`src/include/osc_ctrl_pkg.sv`:
```
/*
  Constants for the oscillator clock-select block: register offsets, field
  positions, reset values and source codes.
  Assumes a 32-bit APB slave with word-aligned registers.
*/
package osc_ctrl_pkg;
  // Register byte offsets
  localparam logic [11:0] oscillator_control_off = 12'h000;
  localparam logic [11:0] unlock_key_off = 12'h004;
  localparam logic [11:0] osc_status_in_off = 12'h008;

  // Unlock key words, written in this order
  localparam logic [31:0] key_first = 32'haa99_6655;
  localparam logic [31:0] key_second = 32'h5566_99aa;

  // Field positions
  localparam int pos_odiv = 27;
  localparam int pos_fast_rc_divide = 24;
  localparam int pos_sosc_rdy = 22;
  localparam int pos_bus_rdy = 21;
  localparam int pos_busdiv = 19;
  localparam int pos_mult = 16;
  localparam int pos_cur = 12;
  localparam int pos_new = 8;
  localparam int pos_lock = 7;
  localparam int pos_usb_lock = 6;
  localparam int pos_sys_lock = 5;
  localparam int pos_sleep = 4;
  localparam int pos_fail = 3;
  localparam int pos_usb_rc = 2;
  localparam int pos_sosc_en = 1;
  localparam int pos_switch = 0;

  // Reset values; all but the fast RC divider are reloaded from configuration
  localparam logic [2:0] rst_fast_rc_divide = 3'h1;
  localparam logic [1:0] rst_busdiv = 2'h3;
  localparam logic [2:0] rst_mult = 3'h0;
  localparam logic [2:0] rst_odiv = 3'h0;

  // Divider ratio table shared by the output divider and the fast RC divider
  localparam logic [8:0] div_1 = 9'h001;
  localparam logic [8:0] div_2 = 9'h002;
  localparam logic [8:0] div_4 = 9'h004;
  localparam logic [8:0] div_8 = 9'h008;
  localparam logic [8:0] div_16 = 9'h010;
  localparam logic [8:0] div_32 = 9'h020;
  localparam logic [8:0] div_64 = 9'h040;
  localparam logic [8:0] div_256 = 9'h100;
  localparam logic [4:0] mult_base = 5'h0f;
  localparam logic [4:0] mult_top = 5'h18;

  // Clock source codes
  typedef enum logic [2:0] {
    src_frc = 3'h0,
    src_frc_pll = 3'h1,
    src_pri = 3'h2,
    src_pri_pll = 3'h3,
    src_sec = 3'h4,
    src_low_power_internal_rc = 3'h5,
    src_frc_div16 = 3'h6,
    src_frc_div = 3'h7
  } source_t;
endpackage

```
`src/hw/osc_clock_select.sv`:
```
/*
  Oscillator control and clock-select logic with one 32-bit control register
  behind an APB slave, guarded by a two-word unlock sequence.
  Assumes the analog oscillators, PLLs and fail-safe monitor report their
  state on the status inputs; those inputs are synchronised here.
*/
`timescale 1ns/1ns
`default_nettype none
module osc_clock_select (
  input wire logic sys_clk,
  input wire logic nrst,
  input wire logic clk_en,
  input wire logic [2:0] initial_source_config,
  input wire logic [1:0] switch_monitor_config,
  input wire logic [2:0] init_odiv_config,
  input wire logic [2:0] init_mult_config,
  input wire logic [1:0] init_busdiv_config,
  input wire logic init_sosc_config,
  input wire logic sec_osc_stable,
  input wire logic pri_osc_stable,
  input wire logic usb_pll_lock_in,
  input wire logic sys_pll_lock_in,
  input wire logic clock_fail_detect,
  input wire logic bus_div_busy,
  input wire logic psel,
  input wire logic penable,
  input wire logic pwrite,
  input wire logic [11:0] paddr,
  input wire logic [31:0] pwdata,
  output logic [31:0] prdata,
  output logic pready,
  output logic pslverr,
  output logic [2:0] current_source,
  output logic [8:0] pll_out_ratio,
  output logic [8:0] fast_rc_ratio,
  output logic [3:0] bus_clock_ratio,
  output logic [4:0] pll_mult_ratio,
  output logic sleep_select,
  output logic usb_rc_clock_select,
  output logic secondary_osc_enable,
  output logic switch_request
);
  import osc_ctrl_pkg::*;

  typedef enum {unl_idle, unl_half, unl_open} unlock_t;
  typedef enum {sw_idle, sw_wait} switch_t;

  // Reset release and status synchronisers
  logic rst_s1_r;
  logic rst_n_r;
  logic [5:0] sync1_r;
  logic [5:0] sync2_r;

  // Register fields
  logic cfg_load_r;
  logic [2:0] odiv_r;
  logic [2:0] fast_rc_divide_r;
  logic [2:0] mult_r;
  logic [2:0] new_r;
  logic [2:0] cur_r;
  logic [1:0] busdiv_r;
  logic lock_r;
  logic sleep_r;
  logic fail_r;
  logic usb_rc_r;
  logic sosc_en_r;
  logic sw_r;

  // Sequencer states
  unlock_t unl_r;
  switch_t sw_st_r;

  // Synchronised status levels
  logic sosc_rdy;
  logic usb_lock;
  logic sys_lock;
  logic fail_in;
  logic pri_rdy;
  logic bus_rdy;

  // Bus strobes and switch control
  logic acc;
  logic wr_ctl;
  logic frozen;
  logic target_ready;
  logic set_sw;
  logic done_sw;
  logic [31:0] ctl_word;

  // Reset release through two flops
  always_ff @(posedge sys_clk or negedge nrst) begin
    if (!nrst) begin
      rst_s1_r <= 1'b0;
      rst_n_r <= 1'b0;
    end else begin
      rst_s1_r <= 1'b1;
      rst_n_r <= rst_s1_r;
    end
  end

  // Two-flop synchronisers for analog status inputs
  always_ff @(posedge sys_clk or negedge rst_n_r) begin
    if (!rst_n_r) begin
      sync1_r <= 6'h00;
      sync2_r <= 6'h00;
    end else if (clk_en) begin
      sync1_r <= {bus_div_busy, pri_osc_stable, clock_fail_detect, sys_pll_lock_in, usb_pll_lock_in,
                  sec_osc_stable};
      sync2_r <= sync1_r;
    end
  end
  assign sosc_rdy = sync2_r[0] & sosc_en_r;
  assign usb_lock = sync2_r[1];
  assign sys_lock = sync2_r[2];
  assign fail_in = sync2_r[3];
  assign pri_rdy = sync2_r[4];
  assign bus_rdy = ~sync2_r[5];

  // Access phase accepted at this edge
  assign acc = psel & penable & pready;

  // Control write counts only straight after a completed unlock
  assign wr_ctl = acc & pwrite & (paddr == oscillator_control_off) & (unl_r == unl_open);

  // Lock freezes selections only when the monitor configuration allows it
  assign frozen = switch_monitor_config[1] & lock_r;

  // Readiness of the requested source
  always_comb begin
    case (new_r)
      src_frc_pll: target_ready = sys_lock;
      src_pri: target_ready = pri_rdy;
      src_pri_pll: target_ready = pri_rdy & sys_lock;
      src_sec: target_ready = sosc_rdy;
      default: target_ready = 1'b1;
    endcase
  end

  // Start strobe: a control write with bit 0 set, unless selections are frozen
  assign set_sw = wr_ctl & pwdata[pos_switch] & ~frozen;

  // Switch ends when the requested source reports ready
  assign done_sw = (sw_st_r == sw_wait) & target_ready;

  // Unlock sequence: two key words then one control write
  always_ff @(posedge sys_clk or negedge rst_n_r) begin
    if (!rst_n_r) begin
      unl_r <= unl_idle;
    end else if (clk_en && acc && pwrite) begin
      case (unl_r)
        unl_idle: unl_r <= (paddr == unlock_key_off && pwdata == key_first) ? unl_half : unl_idle;
        unl_half: unl_r <= (paddr == unlock_key_off && pwdata == key_second) ? unl_open : unl_idle;
        unl_open: unl_r <= unl_idle;
        default: unl_r <= unl_idle;
      endcase
    end
  end

  // Flag that configuration values still need loading after reset release
  always_ff @(posedge sys_clk or negedge rst_n_r) begin
    if (!rst_n_r) begin
      cfg_load_r <= 1'b1;
    end else if (clk_en) begin
      cfg_load_r <= 1'b0;
    end
  end

  // Clock and PLL selection fields; source, output divider and multiplier freezable by the lock bit
  always_ff @(posedge sys_clk or negedge rst_n_r) begin
    if (!rst_n_r) begin
      new_r <= src_frc;
      odiv_r <= rst_odiv;
      mult_r <= rst_mult;
      fast_rc_divide_r <= rst_fast_rc_divide;
      busdiv_r <= rst_busdiv;
      sosc_en_r <= 1'b0;
    end else if (clk_en) begin
      if (cfg_load_r) begin
        new_r <= initial_source_config;
        odiv_r <= init_odiv_config;
        mult_r <= init_mult_config;
        busdiv_r <= init_busdiv_config;
        sosc_en_r <= init_sosc_config;
      end else if (wr_ctl) begin
        if (!frozen) begin
          new_r <= pwdata[pos_new +: 3];
          odiv_r <= pwdata[pos_odiv +: 3];
          mult_r <= pwdata[pos_mult +: 3];
        end
        fast_rc_divide_r <= pwdata[pos_fast_rc_divide +: 3];
        if (bus_rdy) begin
          busdiv_r <= pwdata[pos_busdiv +: 2];
        end
        sosc_en_r <= pwdata[pos_sosc_en];
      end
    end
  end

  // Selection lock: sticky, so software cannot undo it until reset
  always_ff @(posedge sys_clk or negedge rst_n_r) begin
    if (!rst_n_r) begin
      lock_r <= 1'b0;
    end else if (clk_en && wr_ctl && pwdata[pos_lock]) begin
      lock_r <= 1'b1;
    end
  end

  // Plain control bits
  always_ff @(posedge sys_clk or negedge rst_n_r) begin
    if (!rst_n_r) begin
      sleep_r <= 1'b0;
      usb_rc_r <= 1'b0;
    end else if (clk_en && wr_ctl) begin
      sleep_r <= pwdata[pos_sleep];
      usb_rc_r <= pwdata[pos_usb_rc];
    end
  end

  // Clock-fail flag: set on failure, cleared by writing zero; set wins
  always_ff @(posedge sys_clk or negedge rst_n_r) begin
    if (!rst_n_r) begin
      fail_r <= 1'b0;
    end else if (clk_en) begin
      if (fail_in) begin
        fail_r <= 1'b1;
      end else if (wr_ctl && !pwdata[pos_fail]) begin
        fail_r <= 1'b0;
      end
    end
  end

  // Switch sequencer: hold current source until target ready
  always_ff @(posedge sys_clk or negedge rst_n_r) begin
    if (!rst_n_r) begin
      sw_st_r <= sw_idle;
      sw_r <= 1'b0;
      cur_r <= src_frc;
    end else if (clk_en) begin
      if (cfg_load_r) begin
        cur_r <= initial_source_config;
      end
      case (sw_st_r)
        sw_idle: begin
          if (set_sw) begin
            sw_st_r <= sw_wait;
            sw_r <= 1'b1;
          end
        end
        sw_wait: begin
          if (done_sw) begin
            cur_r <= new_r;
            sw_r <= 1'b0;
            sw_st_r <= sw_idle;
          end
        end
        default: sw_st_r <= sw_idle;
      endcase
    end
  end

  // Register read image; unimplemented bits stay zero
  always_comb begin
    ctl_word = 32'h0000_0000;
    ctl_word[pos_odiv +: 3] = odiv_r;
    ctl_word[pos_fast_rc_divide +: 3] = fast_rc_divide_r;
    ctl_word[pos_sosc_rdy] = sosc_rdy;
    ctl_word[pos_bus_rdy] = bus_rdy;
    ctl_word[pos_busdiv +: 2] = busdiv_r;
    ctl_word[pos_mult +: 3] = mult_r;
    ctl_word[pos_cur +: 3] = cur_r;
    ctl_word[pos_new +: 3] = new_r;
    ctl_word[pos_lock] = lock_r;
    ctl_word[pos_usb_lock] = usb_lock;
    ctl_word[pos_sys_lock] = sys_lock;
    ctl_word[pos_sleep] = sleep_r;
    ctl_word[pos_fail] = fail_r;
    ctl_word[pos_usb_rc] = usb_rc_r;
    ctl_word[pos_sosc_en] = sosc_en_r;
    ctl_word[pos_switch] = sw_r;
  end

  // APB ready: high for the one access cycle that follows each setup
  always_ff @(posedge sys_clk or negedge rst_n_r) begin
    if (!rst_n_r) begin
      pready <= 1'b0;
    end else if (clk_en) begin
      pready <= psel & ~penable;
    end
  end

  // APB answer: error flag and read data registered at the setup cycle
  always_ff @(posedge sys_clk or negedge rst_n_r) begin
    if (!rst_n_r) begin
      prdata <= 32'h0000_0000;
      pslverr <= 1'b0;
    end else if (clk_en) begin
      if (psel && !penable) begin
        pslverr <= (paddr != oscillator_control_off) && (paddr != unlock_key_off) &&
                   (paddr != osc_status_in_off);
        case (paddr)
          oscillator_control_off: prdata <= ctl_word;
          osc_status_in_off: prdata <= {26'h0000000, sync2_r};
          default: prdata <= 32'h0000_0000;
        endcase
      end
    end
  end

  // Decoded ratio outputs
  always_ff @(posedge sys_clk or negedge rst_n_r) begin
    if (!rst_n_r) begin
      pll_out_ratio <= div_1;
      fast_rc_ratio <= div_2;
      bus_clock_ratio <= 4'h8;
      pll_mult_ratio <= mult_base;
    end else if (clk_en) begin
      pll_out_ratio <= ratio(odiv_r);
      fast_rc_ratio <= ratio(fast_rc_divide_r);
      bus_clock_ratio <= 4'h1 << busdiv_r;
      pll_mult_ratio <= (mult_r == 3'h7) ? mult_top : mult_base + {2'h0, mult_r};
    end
  end

  // Registered copies of the source field and control bits
  always_ff @(posedge sys_clk or negedge rst_n_r) begin
    if (!rst_n_r) begin
      current_source <= src_frc;
      sleep_select <= 1'b0;
      usb_rc_clock_select <= 1'b0;
      secondary_osc_enable <= 1'b0;
      switch_request <= 1'b0;
    end else if (clk_en) begin
      current_source <= cur_r;
      sleep_select <= sleep_r;
      usb_rc_clock_select <= usb_rc_r;
      secondary_osc_enable <= sosc_en_r;
      switch_request <= sw_r;
    end
  end

  // Divide ratio for a 3-bit code: powers of two, top code jumps to 256
  function automatic logic [8:0] ratio(input logic [2:0] code);
    case (code)
      3'h0: ratio = div_1;
      3'h1: ratio = div_2;
      3'h2: ratio = div_4;
      3'h3: ratio = div_8;
      3'h4: ratio = div_16;
      3'h5: ratio = div_32;
      3'h6: ratio = div_64;
      default: ratio = div_256;
    endcase
  endfunction
endmodule
`default_nettype wire

```
`config.mk`:
```
export PLATFORM = sky130hd
export DESIGN_NAME = osc_clock_select
export DESIGN_NICKNAME = d
export VERILOG_FILES = /design/src/include/osc_ctrl_pkg.sv /design/src/hw/osc_clock_select.sv
export SDC_FILE = /design/constraint.sdc
export NUM_CORES = 1
export LEC_CHECK = 0
export BUFFER_PORTS_ARGS = -buffer_cell sky130_fd_sc_hd__buf_2
export CORE_AREA = 3 3 99 101
export CTS_CLUSTER_DIAMETER = 120
export CTS_CLUSTER_SIZE = 14
export DETAILED_ROUTE_END_ITERATION = 16
export DIE_AREA = 0 0 102 104
export PLACE_DENSITY = 0.79
export SETUP_SLACK_MARGIN = 0.05
export SKIP_LAST_GASP = 1
export SYNTH_ARGS = -nofsm -noshare
export SYNTH_HDL_FRONTEND = slang
export SYNTH_SLANG_ARGS = --single-unit
```
`constraint.sdc`:
```
create_clock -name sys_clk -period 3.8 [get_ports sys_clk]
set_input_delay 0.19 -clock sys_clk [delete_from_list [all_inputs] [get_ports sys_clk]]
set_output_delay 0.19 -clock sys_clk [all_outputs]
set_load 0.1 [all_outputs]
```
==> results by group <==
Run status
  • Status: finished, final reports clean

Floorplan
  • Rows: 35
  • Total core area: 0.00911 mm2
  • Die width: 102 um
  • Die height: 104 um
  • Starting Density: 50.6%
  • Num ports: 138
  • Die area: 0.0106 mm2

Min path
  • Hold path cells: 2
  • Tightest Hold Check Type: in2reg
  • Hold-critical path endpoint: sync1_r[3]$_DFFE_PN0P_
  • Min-delay src: clock_fail_detect

Critical path
  • CP peak stage delay: 0.75 ns
  • Reg-to-Reg Start: pready$_DFFE_PN0P_
  • Type of the worst setup path: in2reg
  • Slowest CP cell: nor2_4
  • CP cell instances: buf_2 > nand3b_1 > nor2_4 > a32o_1
  • Critical Path AT: 2.30 ns
  • Worst R2R End: busdiv_r[0]$_DFFE_PN1P_
  • Worst Reg-to-Reg Cells: 4
  • Critical Path Fanout Max: 31
  • Critical Path Source Type: input port
  • CP required: 4.10 ns
  • Setup slack, reg-to-reg: 1.92 ns
  • Kind of end point of the critical path: flip-flop

Power and ir drop
  • Total power: 2020 uW
  • Pleak: 0.00268 uW
  • Max IR drop VDD: 0.000141 V
  • Pwr per Cell Area: 366 mW/mm2

Global routing
  • GRT Resource Usage Total: 22.3%
  • Global Route met2 Usage: 33.9%
  • Met3 usage: 3.15%
  • Initial antenna violation count: 1
  • Vias in the first global route: 3501
  • Layer with the highest usage: met2
  • First-pass GRT wire length: 18.5 mm
  • Met1 usage in global routing: 31.8%
  • Pin count of the biggest net entering global routing: 85
  • Global route overflow: 0

Synthesis
  • Mapped Cells: 388
  • Synth async-reset ratio: 100%
  • Post-synth design cell area: 0.00461 mm2
  • Synth area leaders: dfrtp_1, mux2_2, dfstp_2, a22o_1, inv_1
  • Share of the synthesized area in the top cell type: 48.9%
  • Synth unique cells: 57
  • Synth Flop Type: dfrtp_1
  • Synth top cells by count: dfrtp_1, mux2_2, inv_1
  • Ys Warns: 0
  • Register area share after synthesis: 55.1%
  • EDFF count, synth: 0
  • Synth Area per Inst: 11.9 um2
  • Dominant cell by count in the synthesized netlist: dfrtp_1
  • Yosys top cell by area: dfrtp_1
  • Synth Register Bits: 101

Clocking
  • Post-CTS Setup Repair Bufs: 0
  • CTS tree: built
  • Worst-Skew Late Latency: 0.36 ns
  • Clock Path Buffers: 2
  • H-tree depth reported by CTS: 3
  • CTS sink cnt: 101
  • Cells resized by post-CTS repair: 0
  • Clock root buffer: clkbuf_8
  • Total CTS buffers: 9
  • Clk slew on worst S/H paths: 0.10 ns

Routing
  • DR DRC count: 0
  • Via/cell ratio: 5.72
  • Drt pass-1 iters: 5
  • Routed WL per cell: 18.6 um
  • DRT iter0 DRCs: 201
  • Routed vias: 3598
  • Final ANT Viol Nets: 0
  • Routed WL: 11.7 mm

Placement
  • GP Congestion: 0.836
  • Port Buffers: 129
  • Post-DP HPWL: 8.62 mm

Timing
  • Min Tclk post-route: 2.00 ns
  • TNS Setup: 0 ns
  • Unrepaired setup endpoints after global routing: false
  • Slew Limit Fails: 0
  • Clk_skew: 0.0101 ns
  • Setup Viol. Count Final: 0
  • Relative slew slack: 29.0%
  • Fin crit share: 52.6%
  • Final hold viol count: 0
  • Fmax: 500 MHz
  • Worst slew pin tran: 1.07 ns

Job
  • # Max-Cap Violations: 0

Final layout
  • Area delta synth->final: 19.6%
  • Nets: 583
  • Proportion of layout cells with a drive suffix above 1: 39.1%
cell type report:
class                   count  area, um2
fillers                   759       3600
well taps                 111        139
repair buffers            133        678
clock buffers              11        131
inverters                  31        116
flip-flops and latches    101       2540
multi-input cells         236       1840
diodes                      1       2.50
clock inverters             5       61.3
cell usage in the layout, fill, tap and decap left out, types with 4 or more instances in the layout:
master / n
a211oi_1: 5
clkbuf_8: 9
inv_1: 31
a31oi_1: 4
a22o_1: 22
dfrtp_1: 89
nor4bb_1: 11
a221o_1: 6
dfstp_2: 11
mux2_2: 32
o22ai_1: 15
a221oi_1: 5
conb_1: 8
a21oi_1: 4
buf_2: 129
and2_0: 6
a311oi_1: 4
nand2b_1: 6
o21ai_0: 9
nand2_1: 22
nor2_1: 21
nor2b_1: 4
nand3_1: 6
what timing repair did:
action / 4_1_cts / 5_1_grt
endpoints found under the setup margin: 0 / 0
hold endpoints to repair: 2 / 0
hold buffers: 1 / 0
how the worst max path moves through the flow:
stage / from / cells after the start / slack, ns / to
floorplan: rst_n_r$_DFF_PN0_ / 0 / 0.80 / bus_clock_ratio[0]$_DFFE_PN0P_
finish: clk_en / 4 / 1.80 / prdata[22]$_DFFE_PN0P_
detailed placement: clk_en / 4 / 1.42 / prdata[5]$_DFFE_PN0P_
global placement: clk_en / 4 / 1.52 / prdata[4]$_DFFE_PN0P_
CTS: clk_en / 4 / 1.81 / prdata[5]$_DFFE_PN0P_
global route: clk_en / 4 / 1.64 / prdata[3]$_DFFE_PN0P_
critical path, delay by kind of cell:
family / cells / cell delay, ns
AND/OR/NAND/NOR: 2 / 1.39
AO/OA/AOI/OAI: 1 / 0.26
buffers and inverters: 1 / 0.43
through the flow:
step	utilization (%)	setup slack (ns)	hold WS [ns]	cell area, um2	cells
5_1_grt	60.5	1.64	0.0428	5510	629
4_1_cts	60.5	1.81	0.0416	5510	628
6_report	60.5	1.80	0.0553	5510	629
3_3_place_gp	58.3	1.52	-0.0252	5310	611
3_5_place_dp	58.3	1.42	-0.0243	5310	611
2_1_floorplan	-	0.797	-0.106	4630	394
sequential cells by signal, summed over array words and instances, names as in the netlist, 2 cells and up:
signal	flops
cur_r	3
busdiv_r	2
prdata	27
sync2_r	6
mult_r	3
current_source	3
pll_out_ratio	8
sync1_r	6
unl_r	2
new_r	3
fast_rc_ratio	8
odiv_r	3
bus_clock_ratio	4
pll_mult_ratio	5
fast_rc_divide_r	3
where the power goes:
| group | leakage, uW | total (uW) | switching, uW | internal [uW] |
|---|---|---|---|---|
| Sequential | 0.00128 | 1140 | 35.5 | 1100 |
| Combinational | 0.00132 | 208 | 144 | 63.5 |
| Clock | 0.0000858 | 675 | 368 | 307 |
| Total | 0.00268 | 2020 | 548 | 1470 |
metal layers:
metal	share of wire, %	vias to the layer above	routed length (um)
met4	1.8	0	206
li1	-	1659	-
met1	43	1777	4980
met5	0	-	0
met3	5.9	16	686
met2	50	146	5800
cell families after synthesis:
group | share of synthesized area (%)
adder cells (fa/ha/maj) | 0.271
other | 0.163
flip-flops | 55.1
AND/OR/NAND/NOR | 15.3
multiplexers | 8.72
buffers and inverters | 5.46
AO/OA/AOI/OAI | 15.0
No activity file was read; power rests on OpenSTA's default activity.
